--- config.mk ---
export PLATFORM = sky130hd
export DESIGN_NAME = fault_address_and_cache_op_access
export DESIGN_NICKNAME = d
export VERILOG_FILES = /design/src/logic/cpop_pkg.sv /design/src/logic/c7_op_decode.sv /design/src/logic/fault_address_and_cache_op_access.sv /design/src/logic/watch_addr_calc.sv
export VERILOG_INCLUDE_DIRS = /design/src /design/src/logic
export SDC_FILE = /design/constraint.sdc
export NUM_CORES = 1
export LEC_CHECK = 0
export ABC_CLOCK_PERIOD_IN_PS = 2400
export BUFFER_PORTS_ARGS = -buffer_cell sky130_fd_sc_hd__buf_2
export CAP_MARGIN = 20
export CELL_PAD_IN_SITES_DETAIL_PLACEMENT = 0
export CELL_PAD_IN_SITES_GLOBAL_PLACEMENT = 1
export CORE_ASPECT_RATIO = 1.1
export CORE_MARGIN = 4
export CORE_UTILIZATION = 41
export DETAILED_ROUTE_END_ITERATION = 7
export GPL_ROUTABILITY_DRIVEN = 0
export GPL_TIMING_DRIVEN = 0
export PLACE_DENSITY = 0.88
export SETUP_SLACK_MARGIN = 0.2
export SLEW_MARGIN = 0
export SYNTH_ARGS = -nofsm -noshare
export SYNTH_HDL_FRONTEND = slang
export SYNTH_SLANG_ARGS = --single-unit
export TNS_END_PERCENT = 5
--- constraint.sdc ---
create_clock -name clk -period 2.4 [get_ports clk]
set_input_delay 0.36 -clock clk [delete_from_list [all_inputs] [get_ports clk]]
set_output_delay 0.36 -clock clk [all_outputs]
set_load 0.02 [all_outputs]
--- src/logic/cpop_consts.svh ---
// named constants for the fault address and cache operation access block
// assumes nothing beyond a SystemVerilog compiler
`ifndef CPOP_CONSTS_SVH
`define CPOP_CONSTS_SVH

// primary register numbers
`define CRN_FAULT_STATUS 4'h5
`define CRN_FAULT_ADDR   4'h6
`define CRN_CACHE_OPS    4'h7

// secondary register numbers
`define CRM_0  4'h0
`define CRM_5  4'h5
`define CRM_6  4'h6
`define CRM_7  4'h7
`define CRM_10 4'ha
`define CRM_11 4'hb
`define CRM_12 4'hc
`define CRM_13 4'hd
`define CRM_14 4'he
`define CRM_15 4'hf

// first opcode values
`define OPC1_0 3'h0
`define OPC1_1 3'h1

// second opcode values
`define OP2_0 3'h0
`define OP2_1 3'h1
`define OP2_2 3'h2
`define OP2_4 3'h4
`define OP2_5 3'h5
`define OP2_6 3'h6
`define OP2_7 3'h7

// register selections
`define OPC2_INSTRUCTION_FAULT_STATUS 3'h1
`define OPC2_FAR  3'h0
`define OPC2_WATCHPOINT_FAULT_ADDRESS 3'h1

// field layout and reset values
`define INSTRUCTION_FAULT_STATUS_ZERO_BIT 10
`define INSTRUCTION_FAULT_STATUS_STATUS_W 4
`define INSTRUCTION_FAULT_STATUS_RESET    32'h0000_0000
`define FAR_RESET     32'h0000_0000
`define WATCHPOINT_FAULT_ADDRESS_RESET    32'h0000_0000

// watchpoint address offsets per execution state
`define WP_OFS_FULL     32'h0000_0008
`define WP_OFS_COMPACT  32'h0000_0004
`define WP_OFS_BYTECODE 32'h0000_0000

`endif

--- src/logic/cpop_pkg.sv ---
// types shared by the fault address and cache operation access block
// assumes cpop_consts.svh is on the include path
`include "cpop_consts.svh"

package cpop_pkg;

  typedef enum logic [5:0] {
    CLS_UNDEF   = 6'b00_0001,
    CLS_PRIV_WR = 6'b00_0010,
    CLS_PRIV_RD = 6'b00_0100,
    CLS_USER_WR = 6'b00_1000,
    CLS_USER_RD = 6'b01_0000,
    CLS_UNIFIED = 6'b10_0000
  } access_class_e;

  typedef enum logic [2:0] {
    EXEC_FULL     = 3'b001,
    EXEC_COMPACT  = 3'b010,
    EXEC_BYTECODE = 3'b100
  } exec_state_e;

  typedef struct packed {
    logic        valid;
    logic        is_read;
    logic        is_double;
    logic        privileged;
    logic [2:0]  opc1;
    logic [3:0]  primary_register_number;
    logic [3:0]  secondary_register_number;
    logic [2:0]  opc2;
    logic [31:0] wdata;
    logic [31:0] wdata2;
  } cp_req_s;

  typedef struct packed {
    logic        valid;
    logic        hit;
    logic        undef;
    logic [31:0] rdata;
  } cp_rsp_s;

  typedef struct packed {
    logic        valid;
    logic        is_double;
    logic [2:0]  opc1;
    logic [3:0]  secondary_register_number;
    logic [2:0]  opc2;
    logic [31:0] data;
    logic [31:0] data2;
  } c7_exec_s;

  typedef struct packed {
    logic                      precise_data_fault;
    logic [31:0]               data_mva;
    logic                      instr_fault;
    logic [`INSTRUCTION_FAULT_STATUS_STATUS_W-1:0] instr_status;
    logic                      watchpoint;
    logic [31:0]               watch_data_mva;
    logic [31:0]               watch_pc;
    exec_state_e               watch_state;
  } fault_ev_s;

  typedef struct packed {
    logic [31:0] instruction_fault_status;
    logic [31:0] far_v;
    logic [31:0] watchpoint_fault_address;
    cp_rsp_s     rsp;
    c7_exec_s    op;
  } state_s;

endpackage : cpop_pkg

--- src/logic/c7_op_decode.sv ---
// classifies a cache operations register access by opcode fields
// assumes the caller applies direction and privilege checks
`timescale 1ns/1ps
`include "cpop_consts.svh"

module c7_op_decode
  import cpop_pkg::*;
(
  input  wire logic       is_double,
  input  wire logic [2:0] opc1,
  input  wire logic [3:0] secondary_register_number,
  input  wire logic [2:0] opc2,
  output cpop_pkg::access_class_e cls
);

  // 23 single and 6 double transfer functions, 23 unified no-op encodings, rest undefined
  function automatic access_class_e decode_c7(input logic dbl, input logic [2:0] o1,
                                              input logic [3:0] m, input logic [2:0] o2);
    access_class_e c;
    c = CLS_UNDEF;
    if (dbl) begin
      if (o1 == `OPC1_0) begin
        if (m == `CRM_5 || m == `CRM_6 || m == `CRM_14) c = CLS_PRIV_WR;
        else if (m == `CRM_12) c = CLS_USER_WR;
      end else if (o1 == `OPC1_1) begin
        if (m == `CRM_5 || m == `CRM_6) c = CLS_USER_WR;
      end
    end else if (o1 == `OPC1_0) begin
      unique case (m)
        `CRM_0: if (o2 == `OP2_4) c = CLS_PRIV_WR;
        `CRM_5: begin
          if (o2 == `OP2_4) c = CLS_USER_WR;
          else if (o2 inside {`OP2_0, `OP2_1, `OP2_2, `OP2_6, `OP2_7}) c = CLS_PRIV_WR;
        end
        `CRM_6: if (o2 inside {`OP2_0, `OP2_1, `OP2_2}) c = CLS_PRIV_WR;
        // unified cache encodings act as no-operations here
        `CRM_7: c = (o2 == `OP2_0) ? CLS_PRIV_WR : CLS_UNIFIED;
        `CRM_10: begin
          if (o2 inside {`OP2_0, `OP2_1, `OP2_2}) c = CLS_PRIV_WR;
          else if (o2 inside {`OP2_4, `OP2_5}) c = CLS_USER_WR;
          else if (o2 == `OP2_6) c = CLS_PRIV_RD;
        end
        `CRM_11, `CRM_15: c = CLS_UNIFIED;
        `CRM_12: begin
          if (o2 == `OP2_4) c = CLS_USER_RD;
          else if (o2 == `OP2_5) c = CLS_USER_WR;
        end
        `CRM_13: if (o2 == `OP2_1) c = CLS_PRIV_WR;
        `CRM_14: if (o2 inside {`OP2_0, `OP2_1, `OP2_2}) c = CLS_PRIV_WR;
        default: c = CLS_UNDEF;
      endcase
    end
    return c;
  endfunction : decode_c7

  assign cls = decode_c7(is_double, opc1, secondary_register_number, opc2);

endmodule : c7_op_decode

--- src/logic/fault_address_and_cache_op_access.sv ---
// fault status, fault address and watchpoint address registers, plus
// access checking of the cache operations register.
// assumes one request per cycle from the core, all inputs other than arst_n synchronous.
`timescale 1ns/1ps
`include "cpop_consts.svh"

module fault_address_and_cache_op_access
  import cpop_pkg::*;
(
  input  wire logic             clk,
  input  wire logic             arst_n,
  input  cpop_pkg::cp_req_s     req,
  input  cpop_pkg::fault_ev_s   ev,
  input  wire logic [31:0]      dirty_status,
  input  wire logic [31:0]      block_xfer_status,
  output cpop_pkg::cp_rsp_s     rsp,
  output cpop_pkg::c7_exec_s    c7_op
);

  state_s        st_q;
  state_s        st_d;
  access_class_e c7_cls;
  logic [31:0]   watch_addr;
  logic          sel_instruction_fault_status;
  logic          sel_far;
  logic          sel_watchpoint_fault_address;
  logic          sel_reg;
  logic          sel_c7;
  logic          c7_ok;
  logic          c7_exec;

  ////////////////////////////////////////////////////////////////////
  // helpers

  c7_op_decode u_decode (
    .is_double (req.is_double),
    .opc1      (req.opc1),
    .secondary_register_number       (req.secondary_register_number),
    .opc2      (req.opc2),
    .cls       (c7_cls)
  );

  watch_addr_calc u_watch (
    .pc    (ev.watch_pc),
    .state (ev.watch_state),
    .addr  (watch_addr)
  );

  ////////////////////////////////////////////////////////////////////
  // selection

  always_comb begin
    sel_instruction_fault_status = !req.is_double && req.primary_register_number == `CRN_FAULT_STATUS &&
               req.opc1 == `OPC1_0 && req.secondary_register_number == `CRM_0 && req.opc2 == `OPC2_INSTRUCTION_FAULT_STATUS;
    sel_far  = !req.is_double && req.primary_register_number == `CRN_FAULT_ADDR &&
               req.opc1 == `OPC1_0 && req.secondary_register_number == `CRM_0 && req.opc2 == `OPC2_FAR;
    sel_watchpoint_fault_address = !req.is_double && req.primary_register_number == `CRN_FAULT_ADDR &&
               req.opc1 == `OPC1_0 && req.secondary_register_number == `CRM_0 && req.opc2 == `OPC2_WATCHPOINT_FAULT_ADDRESS;
    sel_reg  = sel_instruction_fault_status || sel_far || sel_watchpoint_fault_address;
    // double transfers only ever address the cache operations register
    sel_c7   = req.is_double || req.primary_register_number == `CRN_CACHE_OPS;
  end

  // permission table per access class
  always_comb begin
    c7_ok   = 1'b0;
    c7_exec = 1'b0;
    unique case (c7_cls)
      CLS_PRIV_WR: c7_ok = !req.is_read && req.privileged;
      CLS_PRIV_RD: c7_ok = req.is_read && req.privileged;
      CLS_USER_WR: c7_ok = !req.is_read;
      CLS_USER_RD: c7_ok = req.is_read;
      CLS_UNIFIED: c7_ok = !req.is_read && req.privileged;
      default:     c7_ok = 1'b0;
    endcase
    // no double read exists
    if (req.is_double && req.is_read) c7_ok = 1'b0;
    c7_exec = c7_ok && !req.is_read && c7_cls != CLS_UNIFIED;
  end

  ////////////////////////////////////////////////////////////////////
  // next state

  always_comb begin
    st_d     = st_q;
    st_d.rsp = '0;
    st_d.op  = '0;

    if (req.valid) begin
      st_d.rsp.valid = 1'b1;
      if (sel_reg) begin
        st_d.rsp.hit   = 1'b1;
        st_d.rsp.undef = !req.privileged;
        if (req.privileged && req.is_read) begin
          if (sel_instruction_fault_status) st_d.rsp.rdata = st_q.instruction_fault_status;
          if (sel_far)  st_d.rsp.rdata = st_q.far_v;
          if (sel_watchpoint_fault_address) st_d.rsp.rdata = st_q.watchpoint_fault_address;
        end
        if (req.privileged && !req.is_read) begin
          if (sel_instruction_fault_status) begin
            st_d.instruction_fault_status = req.wdata;
            st_d.instruction_fault_status[`INSTRUCTION_FAULT_STATUS_ZERO_BIT] = 1'b0;
          end
          if (sel_far)  st_d.far_v = req.wdata;
          if (sel_watchpoint_fault_address) st_d.watchpoint_fault_address  = req.wdata;
        end
      end else if (sel_c7) begin
        st_d.rsp.hit   = 1'b1;
        st_d.rsp.undef = !c7_ok;
        if (c7_ok && req.is_read) begin
          st_d.rsp.rdata = (c7_cls == CLS_PRIV_RD) ? dirty_status
                                                   : block_xfer_status;
        end
        if (c7_exec) begin
          st_d.op.valid     = 1'b1;
          st_d.op.is_double = req.is_double;
          st_d.op.opc1      = req.opc1;
          st_d.op.secondary_register_number       = req.secondary_register_number;
          st_d.op.opc2      = req.opc2;
          st_d.op.data      = req.wdata;
          st_d.op.data2     = req.wdata2;
        end
      end
    end

    // hardware events win over a software write in the same cycle
    if (ev.instr_fault) begin
      st_d.instruction_fault_status = {{(32 - `INSTRUCTION_FAULT_STATUS_STATUS_W){1'b0}}, ev.instr_status};
    end
    if (ev.watchpoint) begin
      st_d.far_v = ev.watch_data_mva;
      st_d.watchpoint_fault_address  = watch_addr;
    end
    // a precise data fault outranks a watchpoint for the fault address
    if (ev.precise_data_fault) begin
      st_d.far_v = ev.data_mva;
    end
  end

  always_ff @(posedge clk or negedge arst_n) begin
    if (!arst_n) begin
      st_q       <= '0;
      st_q.instruction_fault_status  <= `INSTRUCTION_FAULT_STATUS_RESET;
      st_q.far_v <= `FAR_RESET;
      st_q.watchpoint_fault_address  <= `WATCHPOINT_FAULT_ADDRESS_RESET;
    end else begin
      st_q <= st_d;
    end
  end

  assign rsp   = st_q.rsp;
  assign c7_op = st_q.op;
endmodule : fault_address_and_cache_op_access

--- src/logic/watch_addr_calc.sv ---
// watchpoint address adjustment by execution state
// assumes the pipeline presents the triggering instruction address
`timescale 1ns/1ps
`include "cpop_consts.svh"

module watch_addr_calc
  import cpop_pkg::*;
(
  input  wire logic [31:0]         pc,
  input  cpop_pkg::exec_state_e    state,
  output logic      [31:0]         addr
);

  always_comb begin
    unique case (state)
      EXEC_FULL:     addr = pc + `WP_OFS_FULL;
      EXEC_COMPACT:  addr = pc + `WP_OFS_COMPACT;
      EXEC_BYTECODE: addr = pc + `WP_OFS_BYTECODE;
      // illegal state code: leave the address untouched
      default:       addr = pc;
    endcase
  end

endmodule : watch_addr_calc

== Yosys cells after proc, flatten, opt, wreduce, memory -nomap -nowiden ==
Cells that the tools add are included.
Cells by class
  reductions and logical operators: 48
  equality and inequality tests: 27
  muxes and demuxes: 41
  add/subtract/negate cells: 2
Operators by type and width (count)
  $mux W32: 11
  $mux W207: 1
  $mux W96: 2
  $mux W76: 2
  $mux W110: 1
  $mux W64: 1
  $pmux W32 S2: 1
  $mux W6: 10
  $pmux W6 S8: 1
  $mux W34: 1
  $add A32 B3 Y32 const B: 1
  $add A32 B4 Y32 const B: 1
  $eq A4 B3 Y1 const B: 6
  $eq A4 B4 Y1 const B: 6
  $reduce_bool A2 Y1: 9
  $logic_and A1 B1 Y1: 15
  $reduce_bool A3 Y1: 5
  $eq A3 B3 Y1 const B: 4
  $mux W4: 3
  $reduce_and A4 Y1: 3
  $eq A3 B1 Y1 const B: 3
  $mux W2: 4
  $eq A3 B2 Y1 const B: 2
  $eq A6 B2 Y1 const B: 1
  other kinds (14): 24
Storage, ports and cells
  bits in registers: 207
  input port bits: 254
  logic and storage cells: 132

== Logic depth before layout (Yosys ltp) ==
Gate-level depths: netlist of run 1.
  depth after elaboration: 19
  depth in mapped cells: 10
  mapped depth without buffers: 7

== Modules after synthesis ==
Synthesis of run 1 repeated with hierarchy kept, for this count alone.
Unflattened totals
  cells, all modules: 1235
  area total of the unflattened synthesis: 11823.8 sq um
By module, submodules not included
  fault_address_and_cache_op_access: area each 10566.4 sq um, times used 1, cells an instance 1055, sequential area each 5154.9 sq um
  watch_addr_calc: area each 807.0 sq um, times used 1, cells an instance 112, sequential area each 0.0 sq um
  c7_op_decode: area each 450.4 sq um, times used 1, cells an instance 68, sequential area each 0.0 sq um

== Least setup slack after synthesis of run 1 ==
OpenSTA, ideal clock, no wires.
  path kind: in2reg
  start point: input req[65] (netlist bit)
  end point: register st_q[129] (netlist bit)
  path slack: 0.316 ns
  cell stages on the path: 8
  arrival time: 1.947 ns
  library setup time: 0.137 ns
  cell sequence: buf_6 or4b_4 nor2b_4 nand4_4 buf_6 mux2_4 nor2_1 a21oi_1
Between the ends
  word-level cells in the longest chain between the ends: 6
Ends and longest elaborated chain
  start, declared: RTL line fault_address_and_cache_op_access.sv:12  | input cpop_pkg::cp_req_s req,
  $eq A3 B1 Y1 or $logic_not A3 Y1 (tied branches)
  $logic_and A1 B1 Y1 (no source line)
  $logic_or A1 B1 Y1 (2 in a row): RTL line fault_address_and_cache_op_access.sv:59  | sel_reg = sel_instruction_fault_status || sel_far || sel_watchpoint_fault_address;
  $reduce_bool A2 Y1 (no source line)
  $reduce_and A4 Y1 (no source line) (*)
  end signal, assigned: RTL line fault_address_and_cache_op_access.sv:147  | st_q <= st_d;
  end, declared: RTL line fault_address_and_cache_op_access.sv:20  | state_s st_q;
Mark *: on every way between the ends. The rest lies on a longest branch, timed or not.
A chain may end at the register's enable or synchronous reset.

==> summary.md, run 1 <==
| Metric | Value |
|---|---|
| Switching part of the total | a little over a quarter |
| Number of synthesized flops with an enable pin | 0 |
| Least-Margin Pin Slew | 0.8250 ns |
| Yosys top cell area share | 44.21% |
| Vias in the first global route | 10.77k |
| Period utilisation layout | 87.36% |
| Sw Pwr | 2183 uW |
| Nets | about 2k |
| Synth Register Bits | around 210 |
| Setup TNS | 0 ns |
| Pins Over Slew Limit | 0 |
| Design area | around 0.015 sq mm |
| Synth area leader | dfrtp_1 |
| Dpl ws | -0.3504 ns |
| Setup violations, final | 0 |
| # clock sinks | approximately 210 |
| Clk pwr share | 41.6% |
| Crit Path Class | input pin to flip-flop |
| Cell Rows | 64 |
| Post-route insts no fill | 2,081 |
| Synth-to-Final Area Change | 26.19% |
| Mapped cell area | 0.01166 sq mm |
| Hold endpoint | c7_op[24] |
| Largest net degree at the start of global routing | between 100 and 150 |
| Netlist cell types | 72 |
| Routed wire length | 41,370 um |
| Via density | between 5 and 6 |
| Capturing point of the worst reg2reg path | rsp[31] |
| Initial Util | between 40% and 50% |
| Async SR Flop Fraction | 100.0% |
| Syn Area/Cell | 8.867 sq um |
| Die height | around 180 um |
| DRC viols | 0 |
| Synth Warn # | 0 |
| Pwr Density | about 570 mW/mm^2 |
| Via count | 11.02k |
| HPWL after detailed placement | between 30,000 and 40,000 um |
| CTS tree | yes |
| Most common cell in the synthesized netlist | nand2_1 |
| Critical Path RT | between 2 and 3 ns |
| Die Area | between 0.03 and 0.04 sq mm |
| Max-cap violations | 0 |
| CTS Buffer Depth | 3 |
| CP Capture Type | flip-flop |
| Sequential share of power | 43.9% |
| Hold Path Origin | req[24] |
| Area post-placement | about 0.014 sq mm |
| Die Wd | 168.8 um |
| Peak VDD IR | 0.0004371 V |
| Mapped Cells | 1,315 |
| Clk pin slew, worst setup/hold paths | 0.06 ns |
| Final hold violation count | 0 |
| Slew headroom | 45.00% |
| RSZ-0062 raised after global routing | yes |
| Root Buffer | clkbuf_16 |
| Critical path arrival | 2.47 ns |
| Max frequency | 476.9 MHz |
| Fin crit period | approximately 2.1 ns |
| Total power | around 8400 uW |
| Ys flop type | dfrtp_1 |
| Setup ws final | 0.3033 ns |
| Layout cells sized above 1 | 35.00% |
| CP Max Fanout | 10 |
| Leakage | roughly 0.0076 uW |
| Total grt overflow | 0 |
| Starting DRT DRC Count | 774 |
| Synth cell count leaders | 231 x nand2_1, 206 x dfrtp_1, 130 x a21oi_1 |
| Total internal power | 6176 uW |
| IO buf count | 357 |
| Wire per inst | 19.88 um |
| Logic pwr share | 14.4% |
| R2r worst-path depth | 5 |
| Worst Hold Depth | 3 |
| Fillers | between 2k and 3k |
| Clk_lat worst skew | 0.51 ns |
| Synth top area cells | dfrtp_1 44%, nand2_1 7.4%, buf_4 7.3% |
| Placed cells | 2,037 |
| Hold Crit Class | input pin to flip-flop |
| H-tree depth | 1 |
| Placeable Area | 0.02795 sq mm |
| Initial antenna violation count | 1 |
| Outcome | finished clean |
| Sequential element share of the synthesized area | 44.21% |
| Critical Path Start Type | input pin |
| # IOs | between 300 and 400 |
| Num CTS Buffers | 22 |
| Critical R2R Launch | st_q[174] |
| R2R setup slack | 1.13 ns |
| Post-route ant nets | 0 |
| First-pass GRT wire length | 61,600 um |
| Worst-case clock skew | 0.008155 ns |
| DR pass1 iterations | 5 |
| Total GRT Usage | 25.26% |
==> cell families (layout without fill, tap and decap cells) <==
kind of cell	count (synthesis)	in the layout	share of synthesized area, %
flops	206	206	44.21
xor+xnor	25	25	1.878
simple gates	461	461	18.49
mux	99	99	9.304
other cells	1	3	0.03216
compound gates	294	294	14.20
fa+ha+maj	2	2	0.2146
buf+inv	227	628	11.68
==> routing by layer <==
metal / GRT usage, % / share of wire [%]
met5: 0 / 0
met4: 8.896 / 3.3
met3: 3.735 / 8.0
met2: 43.27 / 49
met1: 32.77 / 40
==> flip-flops by register name, summed over array words and instances, names as in the netlist <==
signal  cells
c7_op      76
st_q       95
rsp        35
==> stage by stage <==
stage / hold WS (ns) / util [%]
floorplan: 0.06441 / -
global placement: 0.4582 / 49.75
detailed placement: 0.4609 / 49.89
CTS: 0.04210 / 52.63
global route: 0.05121 / 52.65
finish: 0.06653 / 52.65
==> worst max-delay path, stage by stage <==
cell and delay, ns:
buf_2 0.15, nor4_4 0.47, o311ai_1 0.20, a221oi_2 0.23
nor3_1 0.08, a2bb2oi_1 0.36, buf_6 0.25, buf_2 0.28
nor3_1 0.10
==> cells in the final DEF (no fill, tap or decap), types with 12 or more instances in the layout <==
cell,Yosys,routed
nor3_1,81,81
mux2_2,35,35
and3_1,30,30
inv_1,13,13
clkbuf_16,0,23
o21ai_1,23,23
clkbuf_1,56,59
mux2i_1,54,54
nand2_1,231,231
buf_4,113,115
buf_1,12,12
dfrtp_1,206,206
nor2_1,57,57
o22ai_1,31,31
xnor2_1,18,18
a21oi_1,130,130
o21ai_0,70,70
buf_2,25,381
==> what timing repair did <==
action                                  in CTS  in global routing
buffers inserted                             2                  0
gates resized for setup                      0                  4
cloned                                       0                  0
pin swaps                                    1                  0
hold buffers                                 1                  0
hold endpoints to repair                   103                  0
endpoints found under the setup margin       1                 38
==> power by group through the flow <==
stage	Clock (uW)	Combinational [uW]	Sequential (uW)
4_1_cts	3550	1200	3670
2_1_floorplan	0	601	3710
3_5_place_dp	0	1190	3730
5_1_grt	3700	1320	3680
6_report	3480	1210	3670
3_3_place_gp	0	1170	3730
==> worst max-delay path by stage <==
stage | from | end | slack [ns] | depth (start not counted)
2_1_floorplan | req[65] | st_q[129] | 0.32 | 8
3_5_place_dp | req[79] | rsp[20] | -0.35 | 8
3_3_place_gp | arst_n | c7_op[73] | -2.47 | 1
5_1_grt | req[79] | c7_op[53] | 0.16 | 9
4_1_cts | req[68] | c7_op[47] | 0.28 | 10
6_report | req[79] | c7_op[53] | 0.30 | 9
==> cell type report <==
type	instances	area [sq um]	share of cell area [%]
sequential	206	5155	35.03
multi-input combinational	883	5147	34.98
timing repair buffer	361	1849	12.57
buffer	214	1315	8.937
clock buffer	32	649.4	4.413
tap	363	454.2	3.087
clock inverter	8	92.59	0.6293
inverter	13	48.80	0.3316
antenna	1	2.502	0.01701
(Power assumes the default switching activity.)
==> run 2, diff against run 1 <==
- ABC_AREA: not set -> 1
- CORE_UTILIZATION: 41 -> 40
- PLACE_DENSITY: 0.88 -> 0.89
==> run 2 against run 1 <==
Net effect:
- core utilization decreased by 1.6 points
- non-clock buffer count is 10 higher
- critical endpoint is now st_q[163]
- hold slack worse by 0.028 ns
- fmax down 4.3%
- first-iteration DRC count is 60% higher
- wire length up 14%
- sequential cell count is the same
- largest cell class is now multi-input gates
- sequential power is essentially flat
==> summary.md, run 2 <==
| Metric | Value |
|---|---|
| Total power | 8817 uW (was 8359 uW) |
| Pwr Density | 549.7 mW/mm^2 (was 568.1 mW/mm^2) |
| Most frequent cells in the layout | 383 x nand2_1, 376 x buf_2, 227 x inv_1 (was 381 x buf_2, 231 x nand2_1, 206 x dfrtp_1) |
| Most common cell in the synthesized netlist | nand2_1 (unchanged) |
| Critical Path Start Type | input pin (unchanged) |
| Via count | 13.51k (was 11.02k) |
| Reg with most FFs | st_q (unchanged) |
| Mapped cell area | 0.01272 sq mm (was 0.01166 sq mm) |
| Die height | 195.0 um (was 184.9 um) |
| Post-route ant nets | 0 (unchanged) |
| Final hold violation count | 0 (unchanged) |
| Total grt overflow | 0 (unchanged) |
| Cell Rows | 68 (was 64) |
| Yosys top cell area share | 40.53% (was 44.21%) |
| Synth area leader | dfrtp_1 (unchanged) |
| Max-cap violations | 0 (unchanged) |
| Most common cell after layout, fill and taps aside | nand2_1 (was buf_2) |
| Mux share of post-synthesis cell area | 0% (was 9.304%) |
| Slew headroom | 46.76% (was 45.00%) |
| Clk_lat worst skew | 0.53 ns (was 0.51 ns) |
| Syn Area/Cell | 6.924 sq um (was 8.867 sq um) |
| # clock sinks | 206 (unchanged) |
| N_diodes | 0 (was 1) |
| CP Capture Type | flip-flop (unchanged) |
| Fillers | 3,204 (was 2,710) |
| Synth Register Bits | 206 (unchanged) |
| DRC viols | 0 (unchanged) |
| Period utilisation layout | 91.28% (was 87.36%) |
| Crit Path Class | input pin to flip-flop (unchanged) |
| H-tree depth | 1 (unchanged) |
| Xor and xnor area share after synthesis | 0.06886% (was 1.878%) |
| # IOs | 365 (unchanged) |
| Ys flop type | dfrtp_1 (unchanged) |
| Area fraction in compound gates after synthesis | 10.45% (was 14.20%) |
| Max reg flops | 95 (unchanged) |
| Layout cells sized above 1 | 24.82% (was 35.00%) |
| Post-route insts no fill | 2,664 (was 2,081) |
| Num CTS Buffers | 23 (was 22) |
| Clk pin slew, worst setup/hold paths | 0.07 ns (was 0.06 ns) |
| RSZ-0062 raised after global routing | yes (unchanged) |
| Critical path arrival | 2.65 ns (was 2.47 ns) |
| DR pass1 iterations | 5 (unchanged) |
| Total GRT Usage | 26.12% (was 25.26%) |
| Wire per inst | 17.68 um (was 19.88 um) |
| Die Area | 0.03472 sq mm (was 0.03120 sq mm) |
| Outcome | finished clean (unchanged) |
| Area share of fa/ha/maj cells after synthesis | 0.1967% (was 0.2146%) |
| Synth top area cells | dfrtp_1 41%, nand2_1 11%, nand3_1 8.8% (was dfrtp_1 44%, nand2_1 7.4%, buf_4 7.3%) |
| IO buf count | 361 (was 357) |
| Synth Warn # | 0 (unchanged) |
| Leakage | 0.009271 uW (was 0.007607 uW) |
| Synth-to-Final Area Change | 26.10% (was 26.19%) |
| CTS tree | yes (unchanged) |
| Fin Hold WS | 0.03885 ns (was 0.06653 ns) |
| Via density | 5.069 (was 5.296) |
| Starting DRT DRC Count | 1,242 (was 774) |
| Mapped Cells | 1,837 (was 1,315) |
| Design area | 0.01604 sq mm (was 0.01471 sq mm) |
| Die Wd | 178.0 um (was 168.8 um) |
| Vias in the first global route | 13.07k (was 10.77k) |
| Hold Crit Class | input pin to flip-flop (unchanged) |
| Largest net degree at the start of global routing | 111 (was 105) |
| Area post-placement | 0.01509 sq mm (was 0.01394 sq mm) |
| Peak VDD IR | 0.0005311 V (was 0.0004371 V) |
| Area share of and/or/nand/nor cells after synthesis | 31.87% (was 18.49%) |
| CTS Buffer Depth | 3 (unchanged) |
| Critical Path RT | 2.86 ns (was 2.77 ns) |
| Root Buffer | clkbuf_16 (unchanged) |
| HPWL after detailed placement | 37,820 um (was 31,740 um) |
| Initial antenna violation count | 4 (was 1) |
| Number of synthesized flops with an enable pin | 0 (unchanged) |
| Setup violations, final | 0 (unchanged) |
| Pins Over Slew Limit | 0 (unchanged) |
| Initial Util | 40.51% (was 41.72%) |
| Setup TNS | 0 ns (unchanged) |
| Largest family of logic cells by synthesized area | simple AND/OR/NAND/NOR gates (unchanged) |
| Synth cell count leaders | 383 x nand2_1, 227 x inv_1, 224 x nand3_1 (was 231 x nand2_1, 206 x dfrtp_1, 130 x a21oi_1) |
| Least-Margin Pin Slew | 0.7903 ns (was 0.8250 ns) |
| First-pass GRT wire length | 71,620 um (was 61,600 um) |
| CP Max Fanout | 10 (unchanged) |
| Placeable Area | 0.03140 sq mm (was 0.02795 sq mm) |
| Routed wire length | 47,100 um (was 41,370 um) |
| Placed cells | 2,620 (was 2,037) |
| Async SR Flop Fraction | 100.0% (unchanged) |
| Netlist cell types | 39 (was 72) |
| Max frequency | 456.5 MHz (was 476.9 MHz) |
| Sequential element share of the synthesized area | 40.53% (was 44.21%) |
| Fin crit period | 2.191 ns (was 2.097 ns) |
| Nets | 2,485 (was 1,957) |
| Worst-case clock skew | 0.009623 ns (was 0.008155 ns) |
==> run 2: final cells by class <==
class	instances	area, sq um	share of cell area (%)
repair buffers	366	1877	11.70
flip-flops and latches	206	5155	32.14
clock buffers	30	641.9	4.002
clock inverters	10	209.0	1.303
plain buffers	219	1276	7.957
inverters	234	885.9	5.523
multi-input cells	1179	5469	34.10
well taps	420	525.5	3.276
==> run 2: kinds of logic after synthesis <==
| family | Yosys count |
|---|---|
| adders and majority gates | 2 |
| other | 1 |
| and+or+nand+nor | 922 |
| AOI/OAI and AO/OA | 252 |
| xor gates and xnor gates | 1 |
| buffers and inverters | 453 |
| DFF | 206 |
==> run 2: critical path, stage by stage <==
cell        delay, ns
buf_2            0.25
clkinvlp_4       0.35
nor2_4           0.27
clkinvlp_4       0.24
clkbuf_1         0.27
nor2_1           0.26
a21oi_1          0.10
o21ai_0          0.33
nand2_1          0.12
nand2_1          0.07
==> run 2: timing repair <==
action	4_1_cts	5_1_grt
endpoints found under the setup margin	160	193
gates resized for setup	6	19
buffers inserted	3	0
hold endpoints to repair	96	0
hold buffers	1	0
pin swaps	1	0
==> run 2: per-layer routing <==
layer	vias to the layer above	part of all wire (%)	global-route usage (%)
met5	-	0.10	0
li1	6630	-	-
met4	8	2.5	6.877
met3	75	8.4	4.201
met2	610	48	44.75
met1	6182	41	34.34
==> run 2: final timing paths <==
check | startpoint | to | slack (ns) | cells past startpoint
max reg2reg | st_q[120] | rsp[9] | 1.17 | 6
min | req[5] | c7_op[5] | 0.04 | 3
min reg2reg | st_q[196] | st_q[196] | 0.51 | 2
max | req[81] | st_q[163] | 0.21 | 10
min in group asynchronous | arst_n | c7_op[0] | 0.47 | 2
max in group asynchronous | arst_n | rsp[13] | 0.91 | 3
==> run 2: stage by stage <==
stage          worst slack [ns]  utilization, %
2_1_floorplan            0.4065               -
3_3_place_gp             -2.521           47.96
3_5_place_dp            -0.7833           48.08
4_1_cts                 0.09245           50.94
5_1_grt                 0.07865           51.09
6_report                 0.2093           51.09
==> run 2: where the power goes <==
group	leakage [uW]	internal (uW)	switching, uW	total (uW)
Sequential	0.00276	3600	71.6	3670
Combinational	0.00610	388	762	1150
Clock	0.000409	2520	1480	4000
Total	0.00927	6510	2310	8820
==> run 3, diff against run 2 <==
- CELL_PAD_IN_SITES_DETAIL_PLACEMENT: 0 -> not set
- CELL_PAD_IN_SITES_GLOBAL_PLACEMENT: 1 -> not set
- CORE_UTILIZATION: 40 -> 55
- MAX_ROUTING_LAYER: not set -> met4
- PLACE_DENSITY: 0.89 -> 0.86
==> run 3 against run 2 <==
Net effect:
- setup slack got worse by 0.052 ns
- register-to-register slack barely moved
- sequential cell count did not move
- critical endpoint is now c7_op[58]
==> summary.md, run 3 (same netlist as run 2, synthesis figures left out) <==
| Metric | Value |
|---|---|
| Wire per inst | 17.56 um (was 17.68 um) |
| HPWL after detailed placement | 34,990 um (was 37,820 um) |
| RSZ-0062 raised after global routing | yes (unchanged) |
| Pwr Density | 521.0 mW/mm^2 (was 549.7 mW/mm^2) |
| # clock sinks | 206 (unchanged) |
| Fin Hold WS | 0.05270 ns (was 0.03885 ns) |
| Critical path arrival | 2.64 ns (was 2.65 ns) |
| Die Area | 0.02563 sq mm (was 0.03472 sq mm) |
| Reg with most FFs | st_q (unchanged) |
| Num CTS Buffers | 22 (was 23) |
| Die height | 167.5 um (was 195.0 um) |
| Placeable Area | 0.02279 sq mm (was 0.03140 sq mm) |
| Synth-to-Final Area Change | 23.99% (was 26.10%) |
| Setup violations, final | 0 (unchanged) |
| Slew headroom | 53.62% (was 46.76%) |
| Outcome | finished clean (unchanged) |
| CTS Buffer Depth | 3 (unchanged) |
| CP Capture Type | flip-flop (unchanged) |
| Total grt overflow | 0 (unchanged) |
| Peak VDD IR | 0.0003484 V (was 0.0005311 V) |
| Worst-case clock skew | 0.006947 ns (was 0.009623 ns) |
| Total GRT Usage | 34.23% (was 26.12%) |
| Fin crit period | 2.242 ns (was 2.191 ns) |
| Hold Crit Class | input pin to flip-flop (unchanged) |
| Most frequent cells in the layout | 381 x nand2_1, 376 x buf_2, 227 x inv_1 (was 383 x nand2_1, 376 x buf_2, 227 x inv_1) |
| Most common cell after layout, fill and taps aside | nand2_1 (unchanged) |
| Nets | 2,488 (was 2,485) |
| CP Max Fanout | 10 (unchanged) |
| Via density | 5.514 (was 5.069) |
| Starting DRT DRC Count | 1,605 (was 1,242) |
| First-pass GRT wire length | 68,890 um (was 71,620 um) |
| Max-cap violations | 0 (unchanged) |
| CTS tree | yes (unchanged) |
| Critical Path RT | 2.80 ns (was 2.86 ns) |
| Max reg flops | 95 (unchanged) |
| Initial Util | 55.82% (was 40.51%) |
| Design area | 0.01577 sq mm (was 0.01604 sq mm) |
| Area post-placement | 0.01494 sq mm (was 0.01509 sq mm) |
| Crit Path Class | input pin to flip-flop (unchanged) |
| DR pass1 iterations | 7 (was 5) |
| Period utilisation layout | 93.43% (was 91.28%) |
| Post-route ant nets | 0 (unchanged) |
| # IOs | 365 (unchanged) |
| Pins Over Slew Limit | 0 (unchanged) |
| H-tree depth | 1 (unchanged) |
| Critical Path Start Type | input pin (unchanged) |
| Layout cells sized above 1 | 24.70% (was 24.82%) |
| Cell Rows | 58 (was 68) |
| Clk_lat worst skew | 0.51 ns (was 0.53 ns) |
| Initial antenna violation count | 3 (was 4) |
| DRC viols | 0 (unchanged) |
| Leakage | 0.009216 uW (was 0.009271 uW) |
| Largest net degree at the start of global routing | 115 (was 111) |
| Vias in the first global route | 13.41k (was 13.07k) |
| Die Wd | 153.0 um (was 178.0 um) |
| Via count | 14.04k (was 13.51k) |
| Clk pin slew, worst setup/hold paths | 0.06 ns (was 0.07 ns) |
| Routed wire length | 44,710 um (was 47,100 um) |
| IO buf count | 361 (unchanged) |
| Root Buffer | clkbuf_16 (unchanged) |
| Max frequency | 446.0 MHz (was 456.5 MHz) |
| Final hold violation count | 0 (unchanged) |
| Least-Margin Pin Slew | 0.6957 ns (was 0.7903 ns) |
## run 3: cell count changes in the layout (fill, tap and decap cells not counted), sizes merged
cell      previous run  this run
clkinvlp             4         2
clkinv               5         6
buf                505       509
diode                0         3
clkbuf             109       110
bufinv               6         1
## run 3: per-layer routing
metal	GRT usage, %	vias up	wire length (um)
li1	-	6633	-
met4	14.45	0	2047
met1	40.96	6265	16130
met5	-	-	0
met2	57.02	963	21420
met3	6.539	178	5113
## run 3: worst paths after layout
kind | slack (ns) | depth (start not counted) | to | start
setup / recovery | 0.16 | 11 | c7_op[58] | req[65]
hold / removal | 0.05 | 3 | c7_op[24] | req[24]
setup reg to reg | 1.17 | 6 | rsp[6] | st_q[117]
hold reg to reg | 0.52 | 2 | st_q[130] | st_q[130]
max in group asynchronous | 0.91 | 3 | c7_op[49] | arst_n
min in group asynchronous | 0.48 | 2 | c7_op[65] | arst_n
## run 3: layout make-up
class	count	area (sq um)
buffer	219	1272
sequential	206	5155
inverter	234	882.1
tap	300	375.4
fill	1887	7015
clock inverter	4	51.30
multi-input combinational	1179	5465
antenna	3	7.507
clock buffer	31	655.6
timing repair buffer	370	1907
## run 3: critical path: stages
cell	delay, ns
buf_2	0.12
inv_1	0.10
nand2_1	0.15
nor2_2	0.28
inv_1	0.14
nand2_1	0.08
o21ai_0	0.15
a21oi_1	0.32
nand3_4	0.27
clkbuf_2	0.35
nor2_1	0.30
## run 3: metrics by stage
stage	std cells	utilization [%]	total power (uW)	setup WS [ns]	setup TNS, ns
finish	2546	69.21	8217	0.1578	0
global route	2546	69.21	8496	0.1423	0
CTS	2538	68.86	8187	0.1470	0
detailed placement	2500	65.58	4831	-0.7554	-84.17
global placement	2499	65.41	4797	-2.334	-547.79
floorplan	1838	-	4266	0.4065	0
## run 3: what timing repair did
action	CTS	global route
pin swaps	1	3
endpoints found under the hold margin	92	0
buffers inserted	2	5
hold buffers	1	0
setup endpoints to repair	159	196
gates resized for setup	6	13
## run 3: report_power, final
part           internal [uW]  switching, uW
Sequential              3600           79.5
Clock                   1990           1400
Combinational            390            759
